===== src/inc/emp_pkg.sv =====
// Package of constants and carrier types for the external memory pin interface
`default_nettype none
package emp_pkg;
    // ------------------------------------------------------------
    // Bus geometry
    // ------------------------------------------------------------
    localparam int unsigned DATA_W = 32;
    localparam int unsigned LANES = 4;
    localparam int unsigned LANE_W = 8;
    localparam int unsigned SD_BANKS = 2;
    localparam int unsigned IO_BANKS = 3;
    localparam int unsigned IO_BANK_IDX_W = 2;
    localparam int unsigned IO_SPAN_BYTES = 16384;
    localparam int unsigned IO_OFFSET_W = $clog2(IO_SPAN_BYTES);
    localparam int unsigned CYCLES_W = 4;
    localparam int unsigned BEAT_W = 2;
    localparam int unsigned SYNC_STAGES = 2;

    // ------------------------------------------------------------
    // Idle and reset levels of the pins
    // ------------------------------------------------------------
    localparam logic [SD_BANKS-1:0] SD_SEL_IDLE = 2'h3;
    localparam logic [IO_BANKS-1:0] IO_SEL_IDLE = 3'h7;
    localparam logic [LANES-1:0] MASK_IDLE = 4'hf;
    localparam logic [LANES-1:0] OE_N_IDLE = 4'hf;
    localparam logic [DATA_W-1:0] DATA_RST = 32'h0;
    localparam logic [IO_OFFSET_W-1:0] OFFSET_RST = 14'h0;
    localparam logic [CYCLES_W-1:0] COUNT_RST = 4'h0;
    localparam logic [BEAT_W-1:0] BEAT_RST = 2'h0;
    localparam logic [BEAT_W-1:0] BEATS_W8 = 2'h3;
    localparam logic [BEAT_W-1:0] BEATS_W16 = 2'h1;
    localparam logic [BEAT_W-1:0] BEATS_W32 = 2'h0;
    localparam logic [CYCLES_W-1:0] SYNC_HOLD = 4'h1;

    // ------------------------------------------------------------
    // Types
    // ------------------------------------------------------------
    typedef enum logic [1:0] {
        EMP_W8,
        EMP_W16,
        EMP_W32
    } emp_width_t;

    typedef enum logic {
        EMP_TGT_SDRAM,
        EMP_TGT_IO
    } emp_target_t;

    // Row strobe, column strobe, write enable; low = asserted
    typedef struct packed {
        logic row_n;
        logic col_n;
        logic we_n;
    } emp_sd_cmd_t;

    typedef struct packed {
        emp_target_t target;
        logic write;
        logic sd_bank;
        emp_sd_cmd_t sd_cmd;
        logic [IO_BANK_IDX_W-1:0] io_bank;
        logic [IO_OFFSET_W-1:0] io_offset;
        logic [DATA_W-1:0] wdata;
        logic [LANES-1:0] byte_en;
    } emp_req_t;

    localparam emp_sd_cmd_t SD_CMD_IDLE = 3'h7;
endpackage : emp_pkg
`default_nettype wire


===== src/verilog/emp_pins.sv =====
// External memory pin interface: SDRAM command pins, I/O bank selects, shared data bus
//
// Contract
// RL1 - 32-bit two-way data bus, driven on writes, sampled on reads.
// RL2 - Bus may also run 8 or 16 bits wide.
// RL3 - Two SDRAM banks, each with its own active-low select.
// RL4 - Drive active-low SDRAM row strobe with commands.
// RL5 - Drive active-low SDRAM column strobe with commands.
// RL6 - Drive active-low SDRAM write enable for write-type commands.
// RL7 - SDRAM byte masks mask writes and gate read output; high means masked.
// RL8 - SDRAM ignores write bytes whose mask is driven high.
// RL9 - Mask bits 0..3 govern data lanes 7:0, 15:8, 23:16, 31:24.
// RL10 - Three external I/O banks, each with its own select.
// RL11 - Each I/O bank spans at most 16KB.
// RL12 - Assert low the select of the targeted I/O bank.
// RL13 - Slow device asserts wait low; access is extended meanwhile.
// RL14 - At most one select of each kind asserted; all deasserted when idle.
`default_nettype none
module emp_pins #(
    parameter int unsigned SD_READ_LAT = 2
) (
    input wire logic clk_i,
    input wire logic reset_n_i,
    input wire logic clk_en_i,
    input wire emp_pkg::emp_width_t cfg_bus_width_i,
    input wire logic [emp_pkg::CYCLES_W-1:0] cfg_io_cycles_i,
    input wire logic req_valid_i,
    input wire emp_pkg::emp_req_t req_i,
    output logic req_ready_o,
    output logic rsp_valid_o,
    output logic [emp_pkg::DATA_W-1:0] rsp_rdata_o,
    input wire logic [emp_pkg::DATA_W-1:0] external_data_bus_i,
    output logic [emp_pkg::DATA_W-1:0] external_data_bus_o,
    output logic [emp_pkg::LANES-1:0] external_data_bus_oe_n_o,
    output logic [emp_pkg::SD_BANKS-1:0] sdram_bank_select_n_o,
    output logic sdram_row_strobe_n_o,
    output logic sdram_column_strobe_n_o,
    output logic sdram_write_enable_n_o,
    output logic [emp_pkg::LANES-1:0] sdram_byte_mask_o,
    output logic [emp_pkg::IO_BANKS-1:0] io_bank_select_n_o,
    output logic [emp_pkg::IO_OFFSET_W-1:0] io_offset_o,
    input wire logic external_wait_n_i
);
    // ------------------------------------------------------------
    // State
    // ------------------------------------------------------------
    typedef enum logic [2:0] {
        EMP_IDLE,
        EMP_SD_CMD,
        EMP_SD_READ,
        EMP_IO_ACC,
        EMP_IO_CAP
    } emp_state_t;

    typedef struct packed {
        emp_state_t state;
        emp_pkg::emp_req_t req;
        emp_pkg::emp_width_t width;
        logic [emp_pkg::CYCLES_W-1:0] count;
        logic [emp_pkg::BEAT_W-1:0] beat;
        logic ready;
        logic rsp_valid;
        logic [emp_pkg::DATA_W-1:0] rdata;
        logic [emp_pkg::DATA_W-1:0] dout;
        logic [emp_pkg::LANES-1:0] oe_n;
        logic [emp_pkg::SD_BANKS-1:0] sd_sel_n;
        emp_pkg::emp_sd_cmd_t sd_cmd;
        logic [emp_pkg::LANES-1:0] mask;
        logic [emp_pkg::IO_BANKS-1:0] io_sel_n;
        logic [emp_pkg::IO_OFFSET_W-1:0] offset;
    } emp_pins_st_t;

    localparam logic [emp_pkg::CYCLES_W-1:0] SD_LAT_CNT =
        emp_pkg::CYCLES_W'(SD_READ_LAT + emp_pkg::SYNC_STAGES - 1);

    emp_pins_st_t st_q;
    emp_pins_st_t st_d;

    // ------------------------------------------------------------
    // Pin input synchronisers
    // ------------------------------------------------------------
    logic [emp_pkg::DATA_W-1:0] data_sync;
    logic wait_n_sync;

    emp_sync #(
        .WIDTH(emp_pkg::DATA_W),
        .RESET_VAL(emp_pkg::DATA_RST)
    ) u_data_sync (
        .clk_i(clk_i),
        .reset_n_i(reset_n_i),
        .clk_en_i(clk_en_i),
        .async_i(external_data_bus_i),
        .sync_o(data_sync)
    );

    emp_sync #(
        .WIDTH(1),
        .RESET_VAL(1'b1)
    ) u_wait_sync (
        .clk_i(clk_i),
        .reset_n_i(reset_n_i),
        .clk_en_i(clk_en_i),
        .async_i(external_wait_n_i),
        .sync_o(wait_n_sync)
    );

    // ------------------------------------------------------------
    // Beat placement
    // ------------------------------------------------------------
    logic idle;
    emp_pkg::emp_width_t beat_width;
    logic [emp_pkg::BEAT_W-1:0] beat_sel;
    logic [emp_pkg::DATA_W-1:0] beat_word;
    logic [emp_pkg::LANES-1:0] beat_be;
    logic [emp_pkg::DATA_W-1:0] beat_data;
    logic [emp_pkg::LANES-1:0] beat_en;
    logic [emp_pkg::BEAT_W-1:0] last_beat;

    assign idle = (st_q.state == EMP_IDLE);
    // Width is latched per access so a config change never splits a word oddly
    assign beat_width = idle ? cfg_bus_width_i : st_q.width;
    assign beat_sel = idle ? emp_pkg::BEAT_RST : st_q.beat + 2'h1;
    assign beat_word = idle ? req_i.wdata : st_q.req.wdata;
    assign beat_be = idle ? req_i.byte_en : st_q.req.byte_en;

    emp_beat u_beat (
        .width_i(beat_width),
        .beat_i(beat_sel),
        .word_i(beat_word),
        .byte_en_i(beat_be),
        .lane_data_o(beat_data),
        .lane_en_o(beat_en)
    );

    always_comb begin
        case (st_q.width)
            emp_pkg::EMP_W8: last_beat = emp_pkg::BEATS_W8;
            emp_pkg::EMP_W16: last_beat = emp_pkg::BEATS_W16;
            default: last_beat = emp_pkg::BEATS_W32;
        endcase
    end

    // ------------------------------------------------------------
    // Next state
    // ------------------------------------------------------------
    always_comb begin
        st_d = st_q;
        st_d.rsp_valid = 1'b0;
        case (st_q.state)
            EMP_IDLE: begin
                if (req_valid_i) begin
                    st_d.req = req_i;
                    st_d.width = cfg_bus_width_i;
                    st_d.beat = emp_pkg::BEAT_RST;
                    st_d.ready = 1'b0;
                    if (req_i.target == emp_pkg::EMP_TGT_SDRAM) begin
                        // SDRAM words always use the full bus, one lane per mask bit
                        st_d.state = EMP_SD_CMD;
                        st_d.sd_sel_n = emp_pkg::SD_SEL_IDLE;
                        st_d.sd_sel_n[req_i.sd_bank] = 1'b0; // RL3 RL14
                        st_d.sd_cmd = req_i.sd_cmd; // RL4 RL5 RL6
                        st_d.mask = ~req_i.byte_en; // RL7 RL8 RL9
                        if (req_i.write) begin
                            st_d.dout = req_i.wdata; // RL1
                            st_d.oe_n = ~req_i.byte_en; // RL1
                        end
                    end else begin
                        st_d.state = EMP_IO_ACC;
                        st_d.count = cfg_io_cycles_i;
                        st_d.io_sel_n = emp_pkg::IO_SEL_IDLE;
                        if (req_i.io_bank < 2'(emp_pkg::IO_BANKS)) begin
                            st_d.io_sel_n[req_i.io_bank] = 1'b0; // RL10 RL12 RL14
                        end
                        st_d.offset = req_i.io_offset; // RL11
                        if (req_i.write) begin
                            st_d.dout = beat_data; // RL1 RL2
                            st_d.oe_n = ~beat_en;
                        end
                    end
                end
            end
            EMP_SD_CMD: begin
                // Command pins are asserted for exactly one cycle
                st_d.sd_sel_n = emp_pkg::SD_SEL_IDLE; // RL14
                st_d.sd_cmd = emp_pkg::SD_CMD_IDLE;
                st_d.oe_n = emp_pkg::OE_N_IDLE;
                if (st_q.req.write) begin
                    st_d.mask = emp_pkg::MASK_IDLE;
                    st_d.state = EMP_IDLE;
                    st_d.ready = 1'b1;
                    st_d.rsp_valid = 1'b1;
                end else begin
                    // Masks stay low as read output enables until data lands
                    st_d.state = EMP_SD_READ; // RL7
                    st_d.count = SD_LAT_CNT;
                end
            end
            EMP_SD_READ: begin
                if (st_q.count != emp_pkg::COUNT_RST) begin
                    st_d.count = st_q.count - 4'h1;
                end else begin
                    st_d.rdata = data_sync; // RL1
                    st_d.mask = emp_pkg::MASK_IDLE;
                    st_d.state = EMP_IDLE;
                    st_d.ready = 1'b1;
                    st_d.rsp_valid = 1'b1;
                end
            end
            EMP_IO_ACC: begin
                if (st_q.count != emp_pkg::COUNT_RST) begin
                    st_d.count = st_q.count - 4'h1;
                end else if (!wait_n_sync) begin
                    // Wait is seen two cycles late through its synchroniser
                    st_d.count = emp_pkg::COUNT_RST; // RL13
                end else if (!st_q.req.write) begin
                    st_d.state = EMP_IO_CAP;
                    st_d.count = emp_pkg::SYNC_HOLD;
                end else if (st_q.beat == last_beat) begin
                    st_d.io_sel_n = emp_pkg::IO_SEL_IDLE; // RL14
                    st_d.oe_n = emp_pkg::OE_N_IDLE;
                    st_d.state = EMP_IDLE;
                    st_d.ready = 1'b1;
                    st_d.rsp_valid = 1'b1;
                end else begin
                    st_d.beat = beat_sel;
                    st_d.dout = beat_data; // RL2
                    st_d.oe_n = ~beat_en;
                    st_d.count = cfg_io_cycles_i;
                end
            end
            EMP_IO_CAP: begin
                // Select stays asserted while read data crosses the synchroniser
                if (st_q.count != emp_pkg::COUNT_RST) begin
                    st_d.count = st_q.count - 4'h1;
                end else begin
                    case (st_q.width)
                        emp_pkg::EMP_W8: st_d.rdata[st_q.beat*8 +: 8] = data_sync[7:0]; // RL2
                        emp_pkg::EMP_W16: begin
                            st_d.rdata[st_q.beat[0]*16 +: 16] = data_sync[15:0]; // RL2
                        end
                        default: st_d.rdata = data_sync; // RL1
                    endcase
                    if (st_q.beat == last_beat) begin
                        st_d.io_sel_n = emp_pkg::IO_SEL_IDLE; // RL14
                        st_d.state = EMP_IDLE;
                        st_d.ready = 1'b1;
                        st_d.rsp_valid = 1'b1;
                    end else begin
                        st_d.beat = beat_sel;
                        st_d.state = EMP_IO_ACC;
                        st_d.count = cfg_io_cycles_i;
                    end
                end
            end
            default: begin
                st_d.state = EMP_IDLE;
                st_d.ready = 1'b1;
            end
        endcase
    end

    // ------------------------------------------------------------
    // Registers
    // ------------------------------------------------------------
    always_ff @(posedge clk_i or negedge reset_n_i) begin
        if (!reset_n_i) begin
            st_q.state <= EMP_IDLE;
            st_q.req <= '0;
            st_q.width <= emp_pkg::EMP_W32;
            st_q.count <= emp_pkg::COUNT_RST;
            st_q.beat <= emp_pkg::BEAT_RST;
            st_q.ready <= 1'b1;
            st_q.rsp_valid <= 1'b0;
            st_q.rdata <= emp_pkg::DATA_RST;
            st_q.dout <= emp_pkg::DATA_RST;
            st_q.oe_n <= emp_pkg::OE_N_IDLE;
            st_q.sd_sel_n <= emp_pkg::SD_SEL_IDLE;
            st_q.sd_cmd <= emp_pkg::SD_CMD_IDLE;
            st_q.mask <= emp_pkg::MASK_IDLE;
            st_q.io_sel_n <= emp_pkg::IO_SEL_IDLE;
            st_q.offset <= emp_pkg::OFFSET_RST;
        end else if (clk_en_i) begin
            st_q <= st_d;
        end
    end

    // ------------------------------------------------------------
    // Outputs
    // ------------------------------------------------------------
    assign req_ready_o = st_q.ready;
    assign rsp_valid_o = st_q.rsp_valid;
    assign rsp_rdata_o = st_q.rdata;
    assign external_data_bus_o = st_q.dout;
    assign external_data_bus_oe_n_o = st_q.oe_n;
    assign sdram_bank_select_n_o = st_q.sd_sel_n;
    assign sdram_row_strobe_n_o = st_q.sd_cmd.row_n;
    assign sdram_column_strobe_n_o = st_q.sd_cmd.col_n;
    assign sdram_write_enable_n_o = st_q.sd_cmd.we_n;
    assign sdram_byte_mask_o = st_q.mask;
    assign io_bank_select_n_o = st_q.io_sel_n;
    assign io_offset_o = st_q.offset;
endmodule : emp_pins
`default_nettype wire


===== src/verilog/emp_sync.sv =====
// Two-stage synchroniser for pin inputs, frozen by the clock enable
`default_nettype none
module emp_sync #(
    parameter int unsigned WIDTH = 1,
    parameter logic [WIDTH-1:0] RESET_VAL = '0
) (
    input wire logic clk_i,
    input wire logic reset_n_i,
    input wire logic clk_en_i,
    input wire logic [WIDTH-1:0] async_i,
    output logic [WIDTH-1:0] sync_o
);
    typedef struct packed {
        logic [WIDTH-1:0] meta;
        logic [WIDTH-1:0] stable;
    } emp_sync_st_t;

    emp_sync_st_t st_q;
    emp_sync_st_t st_d;

    // First stage feeds only the second stage
    always_comb begin
        st_d.meta = async_i;
        st_d.stable = st_q.meta;
    end

    always_ff @(posedge clk_i or negedge reset_n_i) begin
        if (!reset_n_i) begin
            st_q <= {RESET_VAL, RESET_VAL};
        end else if (clk_en_i) begin
            st_q <= st_d;
        end
    end

    assign sync_o = st_q.stable;
endmodule : emp_sync
`default_nettype wire


===== src/verilog/emp_beat.sv =====
// Places one beat of a word onto the byte lanes for the configured bus width
`default_nettype none
module emp_beat (
    input wire emp_pkg::emp_width_t width_i,
    input wire logic [emp_pkg::BEAT_W-1:0] beat_i,
    input wire logic [emp_pkg::DATA_W-1:0] word_i,
    input wire logic [emp_pkg::LANES-1:0] byte_en_i,
    output logic [emp_pkg::DATA_W-1:0] lane_data_o,
    output logic [emp_pkg::LANES-1:0] lane_en_o
);
    // Narrow widths move the selected bytes down to the low lanes
    always_comb begin
        lane_data_o = '0;
        lane_en_o = '0;
        case (width_i)
            emp_pkg::EMP_W8: begin
                lane_data_o[7:0] = word_i[beat_i*8 +: 8];
                lane_en_o[0] = byte_en_i[beat_i];
            end
            emp_pkg::EMP_W16: begin
                lane_data_o[15:0] = word_i[beat_i[0]*16 +: 16];
                lane_en_o[1:0] = byte_en_i[beat_i[0]*2 +: 2];
            end
            default: begin
                lane_data_o = word_i;
                lane_en_o = byte_en_i;
            end
        endcase
    end
endmodule : emp_beat
`default_nettype wire


===== config.mk =====
export PLATFORM = sky130hd
export DESIGN_NAME = emp_pins
export DESIGN_NICKNAME = d
export VERILOG_FILES = /design/src/inc/emp_pkg.sv /design/src/verilog/emp_pins.sv /design/src/verilog/emp_sync.sv /design/src/verilog/emp_beat.sv
export SDC_FILE = /design/constraint.sdc
export NUM_CORES = 1
export LEC_CHECK = 0
export BUFFER_PORTS_ARGS = -buffer_cell sky130_fd_sc_hd__buf_2
export CAP_MARGIN = 20
export CORE_MARGIN = 10
export CORE_UTILIZATION = 29
export CTS_CLUSTER_DIAMETER = 30
export DETAILED_ROUTE_END_ITERATION = 10
export GPL_TIMING_DRIVEN = 0
export SYNTH_ARGS = -nofsm -noshare
export SYNTH_HDL_FRONTEND = slang
export SYNTH_SLANG_ARGS = --single-unit

===== constraint.sdc =====
create_clock -name clk_i -period 5.79 [get_ports clk_i]
set_input_delay 0.2895 -clock clk_i [delete_from_list [all_inputs] [get_ports clk_i]]
set_output_delay 0.2895 -clock clk_i [all_outputs]
set_load 0.1 [all_outputs]

==> metrics.log <==
[metrics] leftover overflow at the end of global routing: 0
[metrics] number of placement rows: 74
[metrics] area of the die: 0.0500 mm2
[metrics] aggregate negative setup slack: 0 ns
[metrics] count of TritonRoute iterations in the first routing pass: 7
[metrics] total standard cell area after synthesis: 0.0120 mm2
[metrics] final setup violating endpoints: 0
[metrics] largest net degree at the start of global routing: 86
[metrics] RSZ-0062 raised after global routing: false
[metrics] share of cells above drive strength 1: 0.371
[metrics] area of all placed cells without fillers: 0.0165 mm2
[metrics] WL per Instance: 19.7 um
[metrics] area share of the largest cell type after synthesis: 0.396
[metrics] first-pass GRT wire length: 64.8 mm
[metrics] Worst IR Drop VDD: 0.496 mV
[metrics] area added between synthesis and finish: 37.7%
[metrics] Clock Skews: 0.0228 ns
[metrics] crit end category: flip-flop
[metrics] count of boundary I/O pins: 197
[metrics] Num CTS Buffers: 58
[metrics] number of gates resized after cts: 0
[metrics] CTS root buffer: sky130_fd_sc_hd__clkbuf_16
[metrics] maximum level of the CTS H-tree: 2
[metrics] aggregate routed wire length: 41.6 mm
[metrics] Crit Path Category: reg2reg
[metrics] final number of hold-violating endpoints: 0
[metrics] Cell variety after synth: 75
[metrics] vias in the first global route: 11200
[metrics] primary flip-flop cell chosen by synthesis mapping: sky130_fd_sc_hd__dfrtp_1
[metrics] initial antenna violation count: 1
[metrics] final estimated routing congestion in global placement: 0.878
[metrics] Lkg Pwr: 7.37 nW
[metrics] count of maximum capacitance violations: 0
[metrics] Max Freq: 0.339 GHz
[metrics] Die Span X: 224 um
[metrics] status: finished clean
[metrics] clk_lat worst skew: 0.59 ns
[metrics] data required time at the worst endpoint: 6.23 ns
[metrics] count of unresolved DRC violations after routing: 0
[metrics] synthesized net count: 1295
[metrics] Total GRT Usage: 0.162
[metrics] Antenna Violating Nets Remaining: 0
[metrics] Worst Max-Slew Pin Slew: 0.962 ns
[metrics] sinks on the clock net: 210
[metrics] Async SR Flop Fraction: 1.00
[metrics] startpoint type of the worst setup path: flip-flop
[metrics] biggest cell delay along the critical path: 0.58 ns
[metrics] EDFF count, synth: 0
[metrics] Slew Viols, Final: 0
[metrics] CTS tree: built
[metrics] number of I/O port buffers: 194
[metrics] P per Cell Area: 707 mW/mm2
[metrics] Core Box Area: 0.0409 mm2
[metrics] leading area contributor after synthesis: sky130_fd_sc_hd__dfrtp_1
[metrics] height of the die: 224 um
[metrics] share of the clock period used by the worst path after layout: 0.510
[metrics] cells taking the most area after synthesis: sky130_fd_sc_hd__dfrtp_1 40%, sky130_fd_sc_hd__mux2_2 10%, sky130_fd_sc_hd__buf_4 5.9%, sky130_fd_sc_hd__dfstp_2 4.4%, sky130_fd_sc_hd__a21oi_1 3.7%
[metrics] initial core utilization: 0.294
[metrics] Layout Utilization: 0.404
[metrics] overall via count from detail_route: 10900
[metrics] Max-Slew Margin vs Limit: 0.356
[metrics] Avg Cell Area, Syn: 10.1 um2
[metrics] path type of the worst min-delay path: in2reg
[metrics] Seq cells post-synth: 210
[metrics] synthesized instance count: 1188
[metrics] routed via count divided by cell count: 5.14
[metrics] top library cells by usage in the layout, fill and taps aside: 224 x sky130_fd_sc_hd__buf_2, 190 x sky130_fd_sc_hd__dfrtp_1, 110 x sky130_fd_sc_hd__mux2_2
[metrics] minimum clock period after layout: 2.95 ns
[metrics] nets@finish: 1640
[metrics] Post-DP HPWL: 30.3 mm
[metrics] Synthesis Warnings: 0
[metrics] sequence of cells on the critical path: inv_1 -> ha_1 -> clkbuf_1 -> mux4_2 -> a32o_1 -> a21oi_1 -> o21ai_0
[metrics] Worst Path Max Fanout: 10
[metrics] number of DRC markers after the initial detailed-route iteration: 902
[metrics] post-CTS setup buffer count: 0
[metrics] total power of the final layout: 11.7 mW
[metrics] cell with the biggest individual delay on the critical path: sky130_fd_sc_hd__clkbuf_1
[metrics] placed inst area: 0.0137 mm2
[metrics] maximum buffer depth of the clock tree: 3
[metrics] critical path data arrival time: 3.39 ns
[metrics] fraction of the yosys area taken by sequential cells: 0.440
[metrics] most common cell after layout, fill and taps aside: sky130_fd_sc_hd__buf_2
[metrics] minimum hold slack: 0.0350 ns
[metrics] clock transition at the registers of the reported paths: 0.05 ns
==> where the power goes <==
group	leakage (nW)	internal (mW)	switching, mW	total, mW
combinational	3.93	1.79	4.27	6.06
clock	0.916	2.11	0.997	3.11
sequential	2.52	2.05	0.475	2.53
==> what timing repair did <==
action,in CTS,in global routing
hold buffers,88,0
hold endpoints to repair,144,0
setup endpoints to repair,0,0
==> cell families after synthesis <==
| logic type | share of synthesized area |
|---|---|
| multiplexers | 0.167 |
| AO/OA/AOI/OAI | 0.174 |
| flip-flops | 0.440 |
| XOR/XNOR | 0.00219 |
| AND/OR/NAND/NOR | 0.115 |
| adder cells (fa/ha/maj) | 0.00625 |
| buffers and inverters | 0.0960 |
==> final timing paths <==
check                                            start                 endpoint  slack, ns  cells after the start
worst max-delay path                          st_q[96]   external_data_bus_o[0]       2.84                      7
worst min-delay path                cfg_io_cycles_i[0]                 st_q[98]       0.04                      3
worst max register to register                st_q[96]   external_data_bus_o[0]       2.84                      7
worst min register to register  external_data_bus_o[9]   external_data_bus_o[9]       0.47                      2
max in group asynchronous                    reset_n_i          rsp_rdata_o[12]       4.41                      4
min in group asynchronous                    reset_n_i  external_data_bus_o[27]       0.23                      2
==> per-layer routing <==
metal / wire [um] / up-vias / global-route usage
met5: 0 / - / 0
met4: 1210 / 0 / 0.0619
met3: 3590 / 96 / 0.0456
li1: - / 4989 / -
met1: 17700 / 5304 / 0.206
met2: 19200 / 474 / 0.257
==> Yosys cell counts, drive strengths merged (5+ instances only) <==
master	instances
clkbuf	48
o22ai	9
nor2	59
ha	6
nand2b	7
a211oi	5
o211ai	14
o21ai	71
nand4	10
mux2i	36
mux2	127
dfstp	20
nor2b	10
nand4b	7
nor3	5
inv	18
a21oi	91
a31oi	20
a221oi	17
o41ai	8
a22oi	20
nand3	52
o31ai	5
mux4	8
buf	131
dfrtp	190
a211o	16
nand2	108
a32o	7
==> through the flow <==
step / cells / setup slack [ns]
2_1_floorplan: 1188 / 3.62
3_3_place_gp: 1914 / 0.642
3_5_place_dp: 1916 / 2.94
4_1_cts: 2112 / 2.90
5_1_grt: 2113 / 2.74
6_report: 2114 / 2.84
==> registers in the layout, summed over array words and instances, names as in the netlist, 2 cells and up <==
| signal | cells |
|---|---|
| external_data_bus_o | 32 |
| external_data_bus_oe_n_o | 4 |
| io_bank_select_n_o | 3 |
| io_offset_o | 14 |
| rsp_rdata_o | 32 |
| sdram_bank_select_n_o | 2 |
| sdram_byte_mask_o | 4 |
| st_q | 48 |
| u_data_sync.st_d | 32 |
| u_data_sync.sync_o | 32 |
==> worst max-delay path: cells and delay by family (launching register included) <==
family | cells | cell delay [ns]
compound gates | 3 | 0.63
flops | 1 | 0.51
fa+ha+maj | 1 | 0.49
mux | 1 | 0.41
buf+inv | 2 | 0.76
==> area by class of cell <==
class	count	area, um2
antenna	1	2.50
buffer	179	1090
clock buffer	76	1600
clock inverter	32	340
fill	4048	24400
inverter	18	67.6
multi-input combinational	781	5580
sequential	210	5280
tap	532	666
timing repair buffer	285	1920
No activity file was read; power rests on OpenSTA's default activity.
